[src/design/wdrc_regs.vh]
// Offsets, field positions, reset values and timing counts of the watchdog and reset block
`ifndef WDRC_REGS_VH
`define WDRC_REGS_VH

`define WDRC_OFF_CTRL        8'h00
`define WDRC_OFF_CAUSE       8'h04
`define WDRC_OFF_THRESH      8'h08
`define WDRC_OFF_FILTER      8'h0c
`define WDRC_OFF_STATUS      8'h10
`define WDRC_OFF_PORT_DATA   8'h14
`define WDRC_OFF_PORT_DIR    8'h18

`define WDRC_KEY_MSB         7
`define WDRC_KEY_LSB         3
`define WDRC_PSEL_MSB        2
`define WDRC_PSEL_LSB        0
`define WDRC_KEY_A           5'h0a
`define WDRC_KEY_B           5'h15
`define WDRC_CTRL_RST        8'h53

`define WDRC_CAUSE_KEY_BIT   0
`define WDRC_CAUSE_CODE_BIT  1
`define WDRC_CAUSE_BO_BIT    2
`define WDRC_CAUSE_RST       3'h0

`define WDRC_THR_CODE_0      8'h55
`define WDRC_THR_CODE_1      8'h33
`define WDRC_THR_CODE_2      8'h99
`define WDRC_THR_CODE_3      8'haa
`define WDRC_THR_RST         8'h55
`define WDRC_FILT_RST        2'h1

`define WDRC_STAT_EXP_BIT    0
`define WDRC_STAT_PD_BIT     1
`define WDRC_STAT_RST_BIT    2
`define WDRC_PORT_RST        8'hff

`define WDRC_CLK_PERIOD_NS   10
`define WDRC_FAULT_DLY_NS    1000
`define WDRC_FAULT_CYC       (`WDRC_FAULT_DLY_NS / `WDRC_CLK_PERIOD_NS)
`define WDRC_HOLD_CYC        4

`endif

[src/design/wdrc_core.v]
// Watchdog timer, guarded control, brown-out supervisor and reset sequencing with APB access
//
// Decided for this implementation: the APB interface to the registers and the register offsets.
`timescale 1ns/1ps
`include "wdrc_regs.vh"

module wdrc_core (
    input  wire        pclk,
    input  wire        presetn,
    input  wire        clk_en,
    input  wire        psel,
    input  wire        penable,
    input  wire        pwrite,
    input  wire [7:0]  paddr,
    input  wire [31:0] pwdata,
    output reg  [31:0] prdata,
    output wire        pready,
    output wire        pslverr,
    input  wire        slow_internal_osc,
    input  wire        supply_low,
    input  wire        low_power_mode,
    input  wire        kick_instruction,
    input  wire        halt_instruction,
    output wire        sys_reset,
    output reg         pc_sp_clear,
    output wire [7:0]  port_data,
    output wire [7:0]  port_dir
);

    reg  [7:0]  watchdog_control_q;
    reg  [2:0]  reset_cause_flags_q;
    reg  [7:0]  brownout_threshold_select_q;
    reg  [1:0]  filter_time_select_q;
    reg         watchdog_expired_flag_q;
    reg         powerdown_flag_q;
    reg  [7:0]  port_data_q;
    reg  [7:0]  port_dir_q;

    reg         osc_s1_q;
    reg         osc_s2_q;
    reg         osc_s3_q;
    reg         low_s1_q;
    reg         low_s2_q;

    reg  [17:0] wdt_cnt_q;
    reg  [7:0]  bo_cnt_q;
    reg  [7:0]  key_dly_q;
    reg  [7:0]  code_dly_q;
    reg  [2:0]  hold_q;
    reg         sys_reset_q;

    wire        apb_wr;
    wire        mapped;
    wire        slow_tick;
    wire [4:0]  guard_key;
    wire        key_ok;
    wire        code_ok;
    wire [17:0] wdt_last;
    wire        wdt_ovf;
    wire [7:0]  bo_last;
    wire        bo_fire;
    wire        key_fire;
    wire        code_fire;
    wire        full_rst;
    wire        wr_ctrl;
    wire        wr_cause;
    wire        wr_thresh;
    wire        wr_filter;
    wire        wr_pdata;
    wire        wr_pdir;
    reg  [31:0] rd_mux;

    // Terminal count of the watchdog for each period code
    function [17:0] wdrc_period_last;
        input [2:0] sel;
        begin
            case (sel)
                3'h0:    wdrc_period_last = 18'h000ff;
                3'h1:    wdrc_period_last = 18'h003ff;
                3'h2:    wdrc_period_last = 18'h00fff;
                3'h3:    wdrc_period_last = 18'h03fff;
                3'h4:    wdrc_period_last = 18'h07fff;
                3'h5:    wdrc_period_last = 18'h0ffff;
                3'h6:    wdrc_period_last = 18'h1ffff;
                default: wdrc_period_last = 18'h3ffff;
            endcase
        end
    endfunction

    // Supply-low episode must outlast this many slow ticks
    function [7:0] wdrc_filter_last;
        input [1:0] sel;
        begin
            case (sel)
                2'h0:    wdrc_filter_last = 8'h07;
                2'h1:    wdrc_filter_last = 8'h1f;
                2'h2:    wdrc_filter_last = 8'h3f;
                default: wdrc_filter_last = 8'h7f;
            endcase
        end
    endfunction

    // APB slave: zero wait states while enabled, error on holes in the map
    assign pready    = clk_en;
    assign apb_wr    = psel & penable & pwrite & clk_en;
    assign mapped    = (paddr == `WDRC_OFF_CTRL)      | (paddr == `WDRC_OFF_CAUSE)  |
                       (paddr == `WDRC_OFF_THRESH)    | (paddr == `WDRC_OFF_FILTER) |
                       (paddr == `WDRC_OFF_STATUS)    | (paddr == `WDRC_OFF_PORT_DATA) |
                       (paddr == `WDRC_OFF_PORT_DIR);
    assign pslverr   = psel & penable & ~mapped;
    assign wr_ctrl   = apb_wr & (paddr == `WDRC_OFF_CTRL);
    assign wr_cause  = apb_wr & (paddr == `WDRC_OFF_CAUSE);
    assign wr_thresh = apb_wr & (paddr == `WDRC_OFF_THRESH);
    assign wr_filter = apb_wr & (paddr == `WDRC_OFF_FILTER);
    assign wr_pdata  = apb_wr & (paddr == `WDRC_OFF_PORT_DATA);
    assign wr_pdir   = apb_wr & (paddr == `WDRC_OFF_PORT_DIR);

    always @* begin
        rd_mux = 32'h0;
        case (paddr)
            `WDRC_OFF_CTRL:      rd_mux = {24'h0, watchdog_control_q};
            `WDRC_OFF_CAUSE:     rd_mux = {29'h0, reset_cause_flags_q};
            `WDRC_OFF_THRESH:    rd_mux = {24'h0, brownout_threshold_select_q};
            `WDRC_OFF_FILTER:    rd_mux = {30'h0, filter_time_select_q};
            `WDRC_OFF_STATUS:    rd_mux = {29'h0, sys_reset_q, powerdown_flag_q,
                                           watchdog_expired_flag_q};
            `WDRC_OFF_PORT_DATA: rd_mux = {24'h0, port_data_q};
            `WDRC_OFF_PORT_DIR:  rd_mux = {24'h0, port_dir_q};
            default:             rd_mux = 32'h0;
        endcase
    end

    // Read data is captured in the enabled setup cycle so it is stable in the access phase
    always @(posedge pclk or negedge presetn) begin
        if (!presetn) begin
            prdata <= 32'h0;
        end else if (clk_en && psel && !penable) begin
            prdata <= rd_mux;
        end
    end

    // Oscillator and supply pins come from outside the pclk domain
    always @(posedge pclk or negedge presetn) begin
        if (!presetn) begin
            osc_s1_q <= 1'b0;
            osc_s2_q <= 1'b0;
            osc_s3_q <= 1'b0;
            low_s1_q <= 1'b0;
            low_s2_q <= 1'b0;
        end else if (clk_en) begin
            osc_s1_q <= slow_internal_osc;
            osc_s2_q <= osc_s1_q;
            osc_s3_q <= osc_s2_q;
            low_s1_q <= supply_low;
            low_s2_q <= low_s1_q;
        end
    end

    // Count is independent of the system clock choice: one step per oscillator rise
    assign slow_tick = osc_s2_q & ~osc_s3_q;

    // Guard checks read the stored bits, so upsets trip them as well as writes
    assign guard_key = watchdog_control_q[`WDRC_KEY_MSB:`WDRC_KEY_LSB];
    assign key_ok    = (guard_key == `WDRC_KEY_A) | (guard_key == `WDRC_KEY_B);
    assign code_ok   = (brownout_threshold_select_q == `WDRC_THR_CODE_0) |
                       (brownout_threshold_select_q == `WDRC_THR_CODE_1) |
                       (brownout_threshold_select_q == `WDRC_THR_CODE_2) |
                       (brownout_threshold_select_q == `WDRC_THR_CODE_3);

    assign wdt_last  = wdrc_period_last(watchdog_control_q[`WDRC_PSEL_MSB:`WDRC_PSEL_LSB]);
    assign wdt_ovf   = slow_tick & key_ok & ~sys_reset_q & (wdt_cnt_q == wdt_last);
    assign bo_last   = wdrc_filter_last(filter_time_select_q);
    assign bo_fire   = slow_tick & low_s2_q & ~low_power_mode & (bo_cnt_q == bo_last);
    assign key_fire  = (key_dly_q == `WDRC_FAULT_CYC);
    assign code_fire = (code_dly_q == `WDRC_FAULT_CYC);

    // Overflow in a low-power mode is not a full reset
    assign full_rst  = key_fire | code_fire | bo_fire |
                       (wdt_ovf & ~low_power_mode);

    // Watchdog counter
    always @(posedge pclk or negedge presetn) begin
        if (!presetn) begin
            wdt_cnt_q <= 18'h0;
        end else if (clk_en) begin
            if (key_fire || kick_instruction || halt_instruction || sys_reset_q ||
                    wdt_ovf) begin
                wdt_cnt_q <= 18'h0;
            end else if (slow_tick && key_ok) begin
                wdt_cnt_q <= wdt_cnt_q + 18'h1;
            end
        end
    end

    // Brown-out filter: any high supply sample restarts the episode
    always @(posedge pclk or negedge presetn) begin
        if (!presetn) begin
            bo_cnt_q <= 8'h0;
        end else if (clk_en) begin
            if (!low_s2_q || low_power_mode || sys_reset_q || bo_fire) begin
                bo_cnt_q <= 8'h0;
            end else if (slow_tick) begin
                bo_cnt_q <= bo_cnt_q + 8'h1;
            end
        end
    end

    // Fault delays: once started they run out even if the value is repaired,
    // so a glitch that heals itself still leaves a defined reset behind
    always @(posedge pclk or negedge presetn) begin
        if (!presetn) begin
            key_dly_q  <= 8'h0;
            code_dly_q <= 8'h0;
        end else if (clk_en) begin
            if (key_fire) begin
                key_dly_q <= 8'h0;
            end else if (!key_ok || key_dly_q != 8'h0) begin
                key_dly_q <= key_dly_q + 8'h1;
            end
            if (code_fire) begin
                code_dly_q <= 8'h0;
            end else if (!code_ok || code_dly_q != 8'h0) begin
                code_dly_q <= code_dly_q + 8'h1;
            end
        end
    end

    // Reset sequencer: holds the core in reset a few cycles after any cause
    always @(posedge pclk or negedge presetn) begin
        if (!presetn) begin
            hold_q      <= 3'h0;
            sys_reset_q <= 1'b1;
            pc_sp_clear <= 1'b0;
        end else if (clk_en) begin
            pc_sp_clear <= wdt_ovf & low_power_mode;
            if (full_rst) begin
                hold_q      <= 3'h0;
                sys_reset_q <= 1'b1;
            end else if (sys_reset_q) begin
                if (hold_q == `WDRC_HOLD_CYC - 1) begin
                    sys_reset_q <= 1'b0;
                end
                hold_q <= hold_q + 3'h1;
            end
        end
    end

    // While high the CPU program counter is held at zero
    assign sys_reset = sys_reset_q;

    // Control register
    always @(posedge pclk or negedge presetn) begin
        if (!presetn) begin
            watchdog_control_q <= `WDRC_CTRL_RST;
        end else if (clk_en) begin
            if (key_fire || (wdt_ovf && !low_power_mode)) begin
                watchdog_control_q <= `WDRC_CTRL_RST;
            end else if (wr_ctrl) begin
                watchdog_control_q <= pwdata[7:0];
            end
        end
    end

    // Threshold and filter select
    always @(posedge pclk or negedge presetn) begin
        if (!presetn) begin
            brownout_threshold_select_q <= `WDRC_THR_RST;
            filter_time_select_q        <= `WDRC_FILT_RST;
        end else if (clk_en) begin
            if (code_fire) begin
                brownout_threshold_select_q <= `WDRC_THR_RST;
            end else if (wr_thresh) begin
                brownout_threshold_select_q <= pwdata[7:0];
            end
            if (wr_filter) begin
                filter_time_select_q <= pwdata[1:0];
            end
        end
    end

    // Cause flags: software may only clear; a set in the same cycle wins
    always @(posedge pclk or negedge presetn) begin
        if (!presetn) begin
            reset_cause_flags_q <= `WDRC_CAUSE_RST;
        end else if (clk_en) begin
            reset_cause_flags_q[`WDRC_CAUSE_KEY_BIT] <= key_fire |
                (reset_cause_flags_q[`WDRC_CAUSE_KEY_BIT] &
                 ~(wr_cause & ~pwdata[`WDRC_CAUSE_KEY_BIT]));
            reset_cause_flags_q[`WDRC_CAUSE_CODE_BIT] <= code_fire |
                (reset_cause_flags_q[`WDRC_CAUSE_CODE_BIT] &
                 ~(wr_cause & ~pwdata[`WDRC_CAUSE_CODE_BIT]));
            reset_cause_flags_q[`WDRC_CAUSE_BO_BIT] <= bo_fire |
                (reset_cause_flags_q[`WDRC_CAUSE_BO_BIT] &
                 ~(wr_cause & ~pwdata[`WDRC_CAUSE_BO_BIT]));
        end
    end

    // Expired and power-down status; hardware events outrank instruction clears
    always @(posedge pclk or negedge presetn) begin
        if (!presetn) begin
            watchdog_expired_flag_q <= 1'b0;
            powerdown_flag_q        <= 1'b0;
        end else if (clk_en) begin
            if (wdt_ovf) begin
                watchdog_expired_flag_q <= 1'b1;
            end else if (kick_instruction || halt_instruction) begin
                watchdog_expired_flag_q <= 1'b0;
            end
            if (halt_instruction) begin
                powerdown_flag_q <= 1'b1;
            end else if (kick_instruction) begin
                powerdown_flag_q <= 1'b0;
            end
        end
    end

    // Port registers start as inputs; only power-on restores them
    always @(posedge pclk or negedge presetn) begin
        if (!presetn) begin
            port_data_q <= `WDRC_PORT_RST;
            port_dir_q  <= `WDRC_PORT_RST;
        end else if (clk_en) begin
            if (wr_pdata) begin
                port_data_q <= pwdata[7:0];
            end
            if (wr_pdir) begin
                port_dir_q <= pwdata[7:0];
            end
        end
    end

    assign port_data = port_data_q;
    assign port_dir  = port_dir_q;

endmodule // wdrc_core

[config.mk]
export PLATFORM = sky130hd
export DESIGN_NAME = wdrc_core
export DESIGN_NICKNAME = d
export VERILOG_FILES = /design/src/design/wdrc_core.v
export VERILOG_INCLUDE_DIRS = /design/src /design/src/design
export SDC_FILE = /design/constraint.sdc
export NUM_CORES = 1
export LEC_CHECK = 0
export BUFFER_PORTS_ARGS = -buffer_cell sky130_fd_sc_hd__buf_2
export CAP_MARGIN = 15
export CELL_PAD_IN_SITES_DETAIL_PLACEMENT = 0
export CELL_PAD_IN_SITES_GLOBAL_PLACEMENT = 1
export CORE_MARGIN = 4
export CORE_UTILIZATION = 43
export CTS_CLUSTER_DIAMETER = 200
export DETAILED_ROUTE_END_ITERATION = 6
export PLACE_DENSITY = 0.87
export SETUP_SLACK_MARGIN = 0.2
export SLEW_MARGIN = 30
export SYNTH_ARGS = -nofsm -noshare
export SYNTH_HDL_FRONTEND = slang
export SYNTH_SLANG_ARGS = --single-unit
[constraint.sdc]
create_clock -name pclk -period 3.2 [get_ports pclk]
set_clock_uncertainty 0.15 [all_clocks]
set_input_delay 0.64 -clock pclk [delete_from_list [all_inputs] [get_ports pclk]]
set_output_delay 0.64 -clock pclk [all_outputs]
set_load 0.005 [all_outputs]
-- Yosys cells after proc, flatten, opt, wreduce, memory -nomap -nowiden
Cells that the tools add are included.
- $add $sub $neg: 5
- equality and inequality tests: 25
- mux-type cells: 24
- bitwise gates (word level): 51
- reductions and logical operators: 46
- operators with widths (kind ; number):
    case mux 18 bit (7 select lines) ; 1
    two-way mux 8 bit ; 10
    case mux 8 bit (7 select lines) ; 1
    two-way mux 18 bit ; 2
    AND 1 bit ; 25
    adder 8 x 1 -> 8 bit, second input constant ; 3
    equality test 8 x 5 -> 1 bit, second input constant ; 3
    equality test 8 x 7 -> 1 bit, second input constant ; 3
    AND reduction 2 bit ; 12
    case mux 7 bit (3 select lines) ; 1
    adder 18 x 1 -> 18 bit, second input constant ; 1
    equality test 18 bit ; 1
    nonzero test 2 bit ; 9
    equality test 8 x 4 -> 1 bit, second input constant ; 2
    equality test 8 bit, second input constant ; 2
    OR 1 bit ; 16
    nonzero test 8 bit ; 2
    logical OR 1 bit ; 11
    NOT 1 bit ; 10
    equality test 3 x 2 -> 1 bit, second input constant ; 3
    equality test 3 bit, second input constant ; 3
    equality test 8 x 3 -> 1 bit, second input constant ; 1
    equality test 8 x 6 -> 1 bit, second input constant ; 1
    equality test 8 bit ; 1
    13 further kinds ; 27
- register bits after elaboration: 123
- input bits: 51
- output and inout port bits: 52

-- Longest topological paths before layout
Gate-level depths: netlist of run 1.
- depth after elaboration: 9
- mapped depth: 9

-- Least setup slack after synthesis of run 1
No wires, ideal clock.
- path type: input -> register
- start: input paddr[2]
- end: register watchdog_control_q[2]
- setup time: 0.121 ns
- data arrival time: 2.321 ns
- data required time: 2.929 ns
- path slack: 0.608 ns
- cell stages on the path: 6
- cell sequence: buf_2 nor4_1 nor2b_1 and2_1 o31ai_1 a22o_1
- cells in the longest elaborated chain, start to end: 4
- RTL lines (element ; line ; RTL):
    from (decl) ; wdrc_core.v:14 ; input wire [7:0] paddr,
    zero test 8 bit ; - ;
    AND 1 bit ; wdrc_core.v:111 ; assign wr_ctrl = apb_wr & (paddr == `WDRC_OFF_CTRL);
    nonzero test 2 bit (no line) ; - ;
    AND reduction 2 bit (no line) ; - ;
    to (signal assigned) ; wdrc_core.v:254 ; watchdog_control_q <= `WDRC_CTRL_RST;
    to (signal assigned) ; wdrc_core.v:257 ; watchdog_control_q <= `WDRC_CTRL_RST;
    to (signal assigned) ; wdrc_core.v:259 ; watchdog_control_q <= pwdata[7:0];
    to (decl) ; wdrc_core.v:30 ; reg [7:0] watchdog_control_q;
Every way passes these cells.
A chain may end at the register's enable or synchronous reset.

-- Worst setup path in the final report of run 1
- start: register watchdog_control_q[4]
- end: register watchdog_control_q[3]
- cells in the longest elaborated chain, start to end: 9
- elaborated cells between the ends (all ways): 11
- classes of those cells: 2 x eq/ne; 1 x mux; 4 x bitwise; 4 x reduce/logical
- RTL lines (element ; line ; RTL):
    equality test 5 x 4 -> 1 bit (no line) / equality test 5 bit (equally long branches) ; - ;
    OR 1 bit (*) ; wdrc_core.v:164 ; assign key_ok = (guard_key == `WDRC_KEY_A) | (guard_key == `WDRC_KEY_B);
    AND 1 bit (*) (3 in series) ; wdrc_core.v:171 ; assign wdt_ovf = slow_tick & key_ok & ~sys_reset_q & (wdt_cnt_q == wdt_last);
    logical AND 1 bit (*) ; wdrc_core.v:256 ; if (key_fire || (wdt_ovf && !low_power_mode)) begin
    logical OR 1 bit (*) ; wdrc_core.v:256 ;
    nonzero test 2 bit (no line) ; - ;
    AND reduction 2 bit (no line) ; - ;
Mark *: on every way between the ends. The rest lies on a longest branch, timed or not.

==> results of run 1 <==
==> flip-flops by register name, indices dropped and copies added (netlist names), 2 cells and up <==
register / flops
bo_cnt_q: 8
key_dly_q: 8
prdata: 8
wdt_cnt_q: 18
filter_time_select_q: 2
port_data: 8
brownout_threshold_select_q: 8
reset_cause_flags_q: 3
hold_q: 3
code_dly_q: 8
port_dir: 8
watchdog_control_q: 8
==> metal layers <==
layer	track usage	vias up	part of all wire
li1	-	1996	-
met2	0.298	122	0.49
met4	0.0456	0	0.011
met3	0.0484	14	0.057
met5	0	-	0
met1	0.239	2047	0.45
==> critical path, stage by stage, from the launching register on <==
cell,delay (ns)
dfstp_2,0.56
nor4bb_1,0.46
mux2i_1,0.19
or4_1,0.51
nor4_1,0.38
o31ai_1,0.25
a22o_1,0.28
==> cells in the final DEF (no fill, tap or decap), drive strengths merged, types with 4 or more instances in the layout <==
cell type and instances:
nor2 40, or3 4, dfstp 26, or4 4
nor3 21, a221oi 6, o21ai 37, inv 15
clkbuf 15, xor2 10, nand4 13, a31oi 4
nor4 6, a21oi 10, mux2i 4, a22oi 4
nand3 17, xnor2 19, buf 67, ha 8
mux2 27, nor2b 4, and3 10, nor4b 4
a22o 17, nand2 51, o22a 7, conb 24
dfrtp 73
==> layout make-up <==
cell class,count,area [um^2]
clock buffer,15,278
clock inverter,1,7.51
fill,1130,6040
inverter,15,56.3
multi-input combinational,395,2560
sequential,99,2510
tap,168,210
timing repair buffer,67,395
==> cells by family (layout without fill, tap and decap cells) <==
group,count (synthesis),after routing,share of synthesized area
other,1,24,0.000705
and+or+nand+nor,192,192,0.184
DFF,99,99,0.472
buffers and inverters,58,98,0.0635
adders and majority gates,8,8,0.0188
muxes,31,31,0.0647
AOI/OAI and AO/OA,111,111,0.149
xor gates and xnor gates,29,29,0.0477
==> what timing repair did <==
action,in CTS,in global routing
buffers inserted,0,1
setup endpoints to repair,0,16
gates resized for setup,0,0
==> report_power, final <==
group | internal (mW) | switching, mW | leakage, nW
Combinational | 0.206 | 0.236 | 1.29
Clock | 0.593 | 0.454 | 0.136
Sequential | 1.38 | 0.147 | 1.25
==> final timing paths <==
kind | startpoint | to | slack, ns | cells past startpoint
max | watchdog_control_q[4]$_DFFE_PN1P_ | watchdog_control_q[3]$_DFFE_PN0P_ | 0.32 | 6
min | presetn | code_dly_q[7]$_DFFE_PN0P_ | 0.09 | 1
max reg2reg | watchdog_control_q[4]$_DFFE_PN1P_ | watchdog_control_q[3]$_DFFE_PN0P_ | 0.32 | 6
min reg2reg | code_dly_q[7]$_DFFE_PN0P_ | code_dly_q[7]$_DFFE_PN0P_ | 0.33 | 1
max in group asynchronous | presetn | port_data[0]$_DFFE_PN1P_ | 2.10 | 2
min in group pclk | code_dly_q[7]$_DFFE_PN0P_ | code_dly_q[7]$_DFFE_PN0P_ | 0.33 | 1
==> synthesized netlist by cell type, types with 2 or more instances <==
| master | count |
|---|---|
| a21o_1 | 3 |
| a21oi_1 | 9 |
| a221oi_1 | 6 |
| a22o_1 | 17 |
| a22oi_1 | 4 |
| a31oi_1 | 4 |
| a32oi_1 | 2 |
| and2_1 | 2 |
| and3_1 | 10 |
| and3b_1 | 2 |
| and4_1 | 3 |
| buf_2 | 2 |
| buf_4 | 25 |
| buf_6 | 3 |
| clkbuf_1 | 12 |
| dfrtp_1 | 73 |
| dfstp_2 | 26 |
| ha_1 | 8 |
| inv_1 | 15 |
| mux2_2 | 27 |
| mux2i_1 | 4 |
| nand2_1 | 51 |
| nand2b_1 | 3 |
| nand3_1 | 17 |
| nand3b_1 | 3 |
| nand4_1 | 13 |
| nor2_1 | 40 |
| nor2b_1 | 4 |
| nor3_1 | 20 |
| nor4_1 | 6 |
| nor4b_1 | 4 |
| nor4bb_1 | 3 |
| o211ai_1 | 2 |
| o21a_1 | 2 |
| o21ai_0 | 36 |
| o22a_1 | 7 |
| o31ai_1 | 3 |
| or3_1 | 4 |
| or4_1 | 4 |
| xnor2_1 | 19 |
| xor2_1 | 10 |
==> results.sh, run 1 <==
export IMPL_synth_warnings=0
export IMPL_yosysTopAreaCell="dfrtp_1"
export IMPL_grt_first_pass_wirelength_mm=21.0
export IMPL_fin_setup_tns_ns=0
export IMPL_grt_max_degree=47
export IMPL_holdWs_ns=0.0933
export IMPL_rows=40
export IMPL_dp_cells=743
export IMPL_synthArstFlopShare=1.00
export IMPL_maxCapViolCount=0
export IMPL_ys_ff_latch=99
export IMPL_cts_root_buf="clkbuf_16"
export IMPL_fin_area_mm2=0.00602
export IMPL_syn_area_mm2=0.00532
export IMPL_die_h_um=119
export IMPL_cts_buffers=9
export IMPL_clk_path_buf_depth=2
export IMPL_synthCells=529
export IMPL_power_total_mw=3.01
export IMPL_fin_crit_sh=0.899
export IMPL_synth_enable_flop_cells=0
export IMPL_drtPass1Iterations=5
export IMPL_first_iter_violations=280
export IMPL_die_area_mm2=0.0142
export IMPL_io_pins=103
export IMPL_max_freq_mhz=348
export IMPL_htreeDepth=3
export IMPL_die_w_um=119
export IMPL_dpl_cell_area_mm2=0.00571
export IMPL_pre_cts_ws_ns=0.278
export IMPL_critPathArrivalTime_ns=2.96
export IMPL_clock_sinks=99
export IMPL_worst_slack_ns=0.324
export IMPL_synthTopCellsByArea="dfrtp_1 (34%), dfstp_2 (13%), mux2_2 (5.7%), nand2_1 (3.6%), buf_4 (3.5%)"
export IMPL_fin_cells=760
export IMPL_synth_ff_type="dfrtp_1"
export IMPL_min_period_ns=2.88
export IMPL_cts_tree="done"
export IMPL_min_path_type="in -> async"
export IMPL_drive_gt1_frac=0.233
export IMPL_finalHoldViolCount=0
export IMPL_worst_pin_slew_ns=0.646
export IMPL_required_ns=3.29
export IMPL_setup_viol=0
export IMPL_initial_core_util=0.441
export IMPL_finalWirelength_mm=12.5
export IMPL_vdd_drop_max_v=0.000374
export IMPL_core_mm2=0.0121
export IMPL_gp_congestion=0.870
export IMPL_portBuffers=54
export IMPL_syn_to_final_growth_pct=13.1
export IMPL_slew_viol_final=0
export IMPL_powerDensity_mw_per_mm2=501
export IMPL_antenna_found_initial=0
export IMPL_clkTransAtPathRegs_ns=0.07
export IMPL_synth_seq_area_share=0.472
export IMPL_first_global_vias=4093
export IMPL_status="completed"
export IMPL_fin_util=0.499
export IMPL_wire_per_inst_um=16.5
export IMPL_clk_latency_ns=0.35
export IMPL_gr_total_overflow=0
export IMPL_cp_start_kind="flop"
export IMPL_rsz0062_at_grt="false"
export IMPL_fin_nets=646
export IMPL_drc=0
export IMPL_n_antenna_cell=0
export IMPL_track_usage=0.182
export IMPL_crit_fanout=5
export IMPL_p_leak_nw=2.67
export IMPL_worst_setup_path_type="reg -> reg"
export IMPL_vias=4179
export IMPL_place_hpwl_mm=9.34
export IMPL_yosysUniqueCellTypes=62
export IMPL_antenna_left=0
export IMPL_viasPerCell=5.50
export IMPL_relSlewSlack=0.566
export IMPL_ctsHoldBuffers=0
export IMPL_worst_setup_path_end_kind="flop"
export IMPL_synth_top_area_frac=0.343
export IMPL_syn_area_per_cell_um2=10.1
Note: power is estimated with default switching activity, not from simulation.
==> run 2, diff against run 1 <==
--- a/config.mk
+++ b/config.mk
@@ -6,15 +6,16 @@
 export SDC_FILE = /design/constraint.sdc
 export NUM_CORES = 1
 export LEC_CHECK = 0
+export ABC_AREA = 1
 export BUFFER_PORTS_ARGS = -buffer_cell sky130_fd_sc_hd__buf_2
 export CAP_MARGIN = 15
 export CELL_PAD_IN_SITES_DETAIL_PLACEMENT = 0
 export CELL_PAD_IN_SITES_GLOBAL_PLACEMENT = 1
 export CORE_MARGIN = 4
-export CORE_UTILIZATION = 43
+export CORE_UTILIZATION = 41
 export CTS_CLUSTER_DIAMETER = 200
 export DETAILED_ROUTE_END_ITERATION = 6
-export PLACE_DENSITY = 0.87
+export PLACE_DENSITY = 0.88
 export SETUP_SLACK_MARGIN = 0.2
 export SLEW_MARGIN = 30
 export SYNTH_ARGS = -nofsm -noshare
==> run 2 against run 1 <==
Compared with the run above:
- non-clock buffer count is 8 lower
- core utilization shrank 2.4 points
- final area grew 6.2%
- routed wire length increased by 9.6%
- clock power up 5%
- critical path depth stayed put
- die area up 12%
- register-to-register slack improved by 0.56 ns
- highest routed layer unchanged
==> results.sh, run 2 <==
export IMPL_die_area_mm2=0.0159
export IMPL_cts_tree="done"
export IMPL_syn_area_per_cell_um2=7.56
export IMPL_synthArstFlopShare=1.00
export IMPL_gr_total_overflow=0
export IMPL_fin_nets=874
export IMPL_clkTransAtPathRegs_ns=0.08
export IMPL_critPathArrivalTime_ns=1.77
export IMPL_n_antenna_cell=0
export IMPL_vias=4884
export IMPL_relSlewSlack=0.618
export IMPL_path_common_cell="buf_2"
export IMPL_setup_viol=0
export IMPL_synthCells=759
export IMPL_drive_gt1_frac=0.161
export IMPL_worst_setup_path_type="in -> out"
export IMPL_synth_top_area_frac=0.318
export IMPL_synth_warnings=0
export IMPL_synthTopCellsByArea="dfrtp_1 (32%), nand2_1 (12%), dfstp_2 (12%), inv_1 (6.5%), o21ai_0 (5.4%)"
export IMPL_first_global_vias=4381
export IMPL_first_iter_violations=282
export IMPL_vdd_drop_max_v=0.000288
export IMPL_core_mm2=0.0135
export IMPL_final_common_cell="nand2_1"
export IMPL_ctsHoldBuffers=0
export IMPL_clock_sinks=99
export IMPL_finalHoldViolCount=0
export IMPL_crit_fanout=5
export IMPL_portBuffers=54
export IMPL_cts_buffers=9
export IMPL_finalWirelength_mm=13.7
export IMPL_yosysUniqueCellTypes=40
export IMPL_place_hpwl_mm=10.4
export IMPL_drtPass1Iterations=5
export IMPL_slowest_stage="a311oi_1"
export IMPL_drc=0
export IMPL_final_cell_mix="nand2_1 (190), inv_1 (99), nor2_1 (74)"
export IMPL_yosysTopAreaCell="dfrtp_1"
export IMPL_gp_congestion=0.831
export IMPL_min_path_type="in -> async"
export IMPL_crit_chain="buf_2 > nor2_2 > inv_1 > a311oi_1 > nor2_1 > buf_2"
export IMPL_regMostFlops="wdt_cnt_q"
export IMPL_wire_per_inst_um=13.8
export IMPL_powerDensity_mw_per_mm2=493
export IMPL_cts_resized=0
export IMPL_maxCapViolCount=0
export IMPL_rows=42
export IMPL_synth_ff_type="dfrtp_1"
export IMPL_die_h_um=126
export IMPL_slowest_delay_ns=0.40
export IMPL_initial_core_util=0.426
export IMPL_die_w_um=126
export IMPL_viasPerCell=4.90
export IMPL_rsz0062_at_grt="false"
export IMPL_cts_root_buf="clkbuf_16"
export IMPL_yosysMostFrequentCell="nand2_1"
export IMPL_syn_to_final_growth_pct=11.4
export IMPL_worst_setup_path_end_kind="output pin"
export IMPL_largest_reg_flops=18
export IMPL_p_leak_nw=3.15
export IMPL_track_usage=0.174
export IMPL_min_period_ns=2.56
export IMPL_antenna_left=0
export IMPL_clk_path_buf_depth=2
export IMPL_fin_setup_tns_ns=0
export IMPL_clk_latency_ns=0.36
export IMPL_synth_enable_flop_cells=0
export IMPL_antenna_found_initial=0
export IMPL_io_pins=103
export IMPL_fin_util=0.475
export IMPL_htreeDepth=3
export IMPL_slew_viol_final=0
export IMPL_cp_start_kind="input port"
export IMPL_post_cts_buffers=0
export IMPL_fin_crit_sh=0.800
export IMPL_synth_seq_area_share=0.438
export IMPL_worst_r2r_path_depth=11
export IMPL_syn_area_mm2=0.00574
export IMPL_status="completed"
export IMPL_max_freq_mhz=390
export IMPL_required_ns=2.41
export IMPL_synth_commonest_cells="nand2_1 (190), inv_1 (99), nor2_1 (74)"
export IMPL_ys_ff_latch=99
export IMPL_worst_pin_slew_ns=0.574
export IMPL_grt_first_pass_wirelength_mm=22.5
export IMPL_grt_max_degree=44
[run 2: worst paths after layout]
path / from / endpoint / slack [ns]
min in group pclk: low_s1_q$_DFFE_PN0P_ / low_s1_q$_DFFE_PN0P_ / 0.33
setup / recovery: paddr[1] / pslverr / 0.64
hold reg to reg: low_s1_q$_DFFE_PN0P_ / low_s1_q$_DFFE_PN0P_ / 0.33
hold / removal: presetn / prdata[6]$_DFFE_PN0P_ / 0.13
setup reg to reg: key_dly_q[0]$_DFFE_PN0P_ / wdt_cnt_q[6]$_DFFE_PN0P_ / 0.88
max in group asynchronous: presetn / brownout_threshold_select_q[6]$_DFFE_PN1P_ / 2.07
[run 2: kinds of logic after synthesis]
group                      synth area share
other                              0.000654
and+or+nand+nor                       0.306
AOI/OAI and AO/OA                    0.0999
xor gates and xnor gates             0.0229
adders and majority gates            0.0174
buffers and inverters                 0.116
DFF                                   0.438
[run 2: layer usage]
metal,share of wire,global-route usage
met1,0.49,0.260
met4,0.018,0.0599
met2,0.44,0.258
met5,0,0
met3,0.056,0.0265
[run 2: critical path, delay by kind of cell]
family | cells | cell delay [ns]
buffers and inverters | 3 | 0.35
AOI/OAI and AO/OA | 1 | 0.40
and+or+nand+nor | 2 | 0.38
[run 2: layout make-up]
type | count | area [um^2]
clock buffers | 10 | 239
clock inverters | 6 | 53.8
fillers | 1383 | 7060
inverters | 106 | 399
multi-input cells | 540 | 2650
flip-flops and latches | 99 | 2510
well taps | 176 | 220
repair buffers | 59 | 323
[run 2: where the power goes]
part	switching, mW	internal (mW)	total [mW]
clock	0.535	0.566	1.10
sequential	0.119	1.37	1.49
combinational	0.360	0.199	0.559
[run 2: metrics by stage]
stage / total power [mW] / setup WS (ns) / std cells / hold WS [ns] / area (um^2)
after floorplan: 1.92 / 1.25 / 782 / 0.194 / 5820
after global placement: 2.07 / 0.645 / 980 / 0.306 / 6100
after detailed placement: 2.07 / 0.657 / 980 / 0.318 / 6100
after CTS: 3.18 / 0.646 / 996 / 0.144 / 6390
after global routing: 3.33 / 0.583 / 996 / 0.172 / 6390
final: 3.15 / 0.639 / 996 / 0.129 / 6390
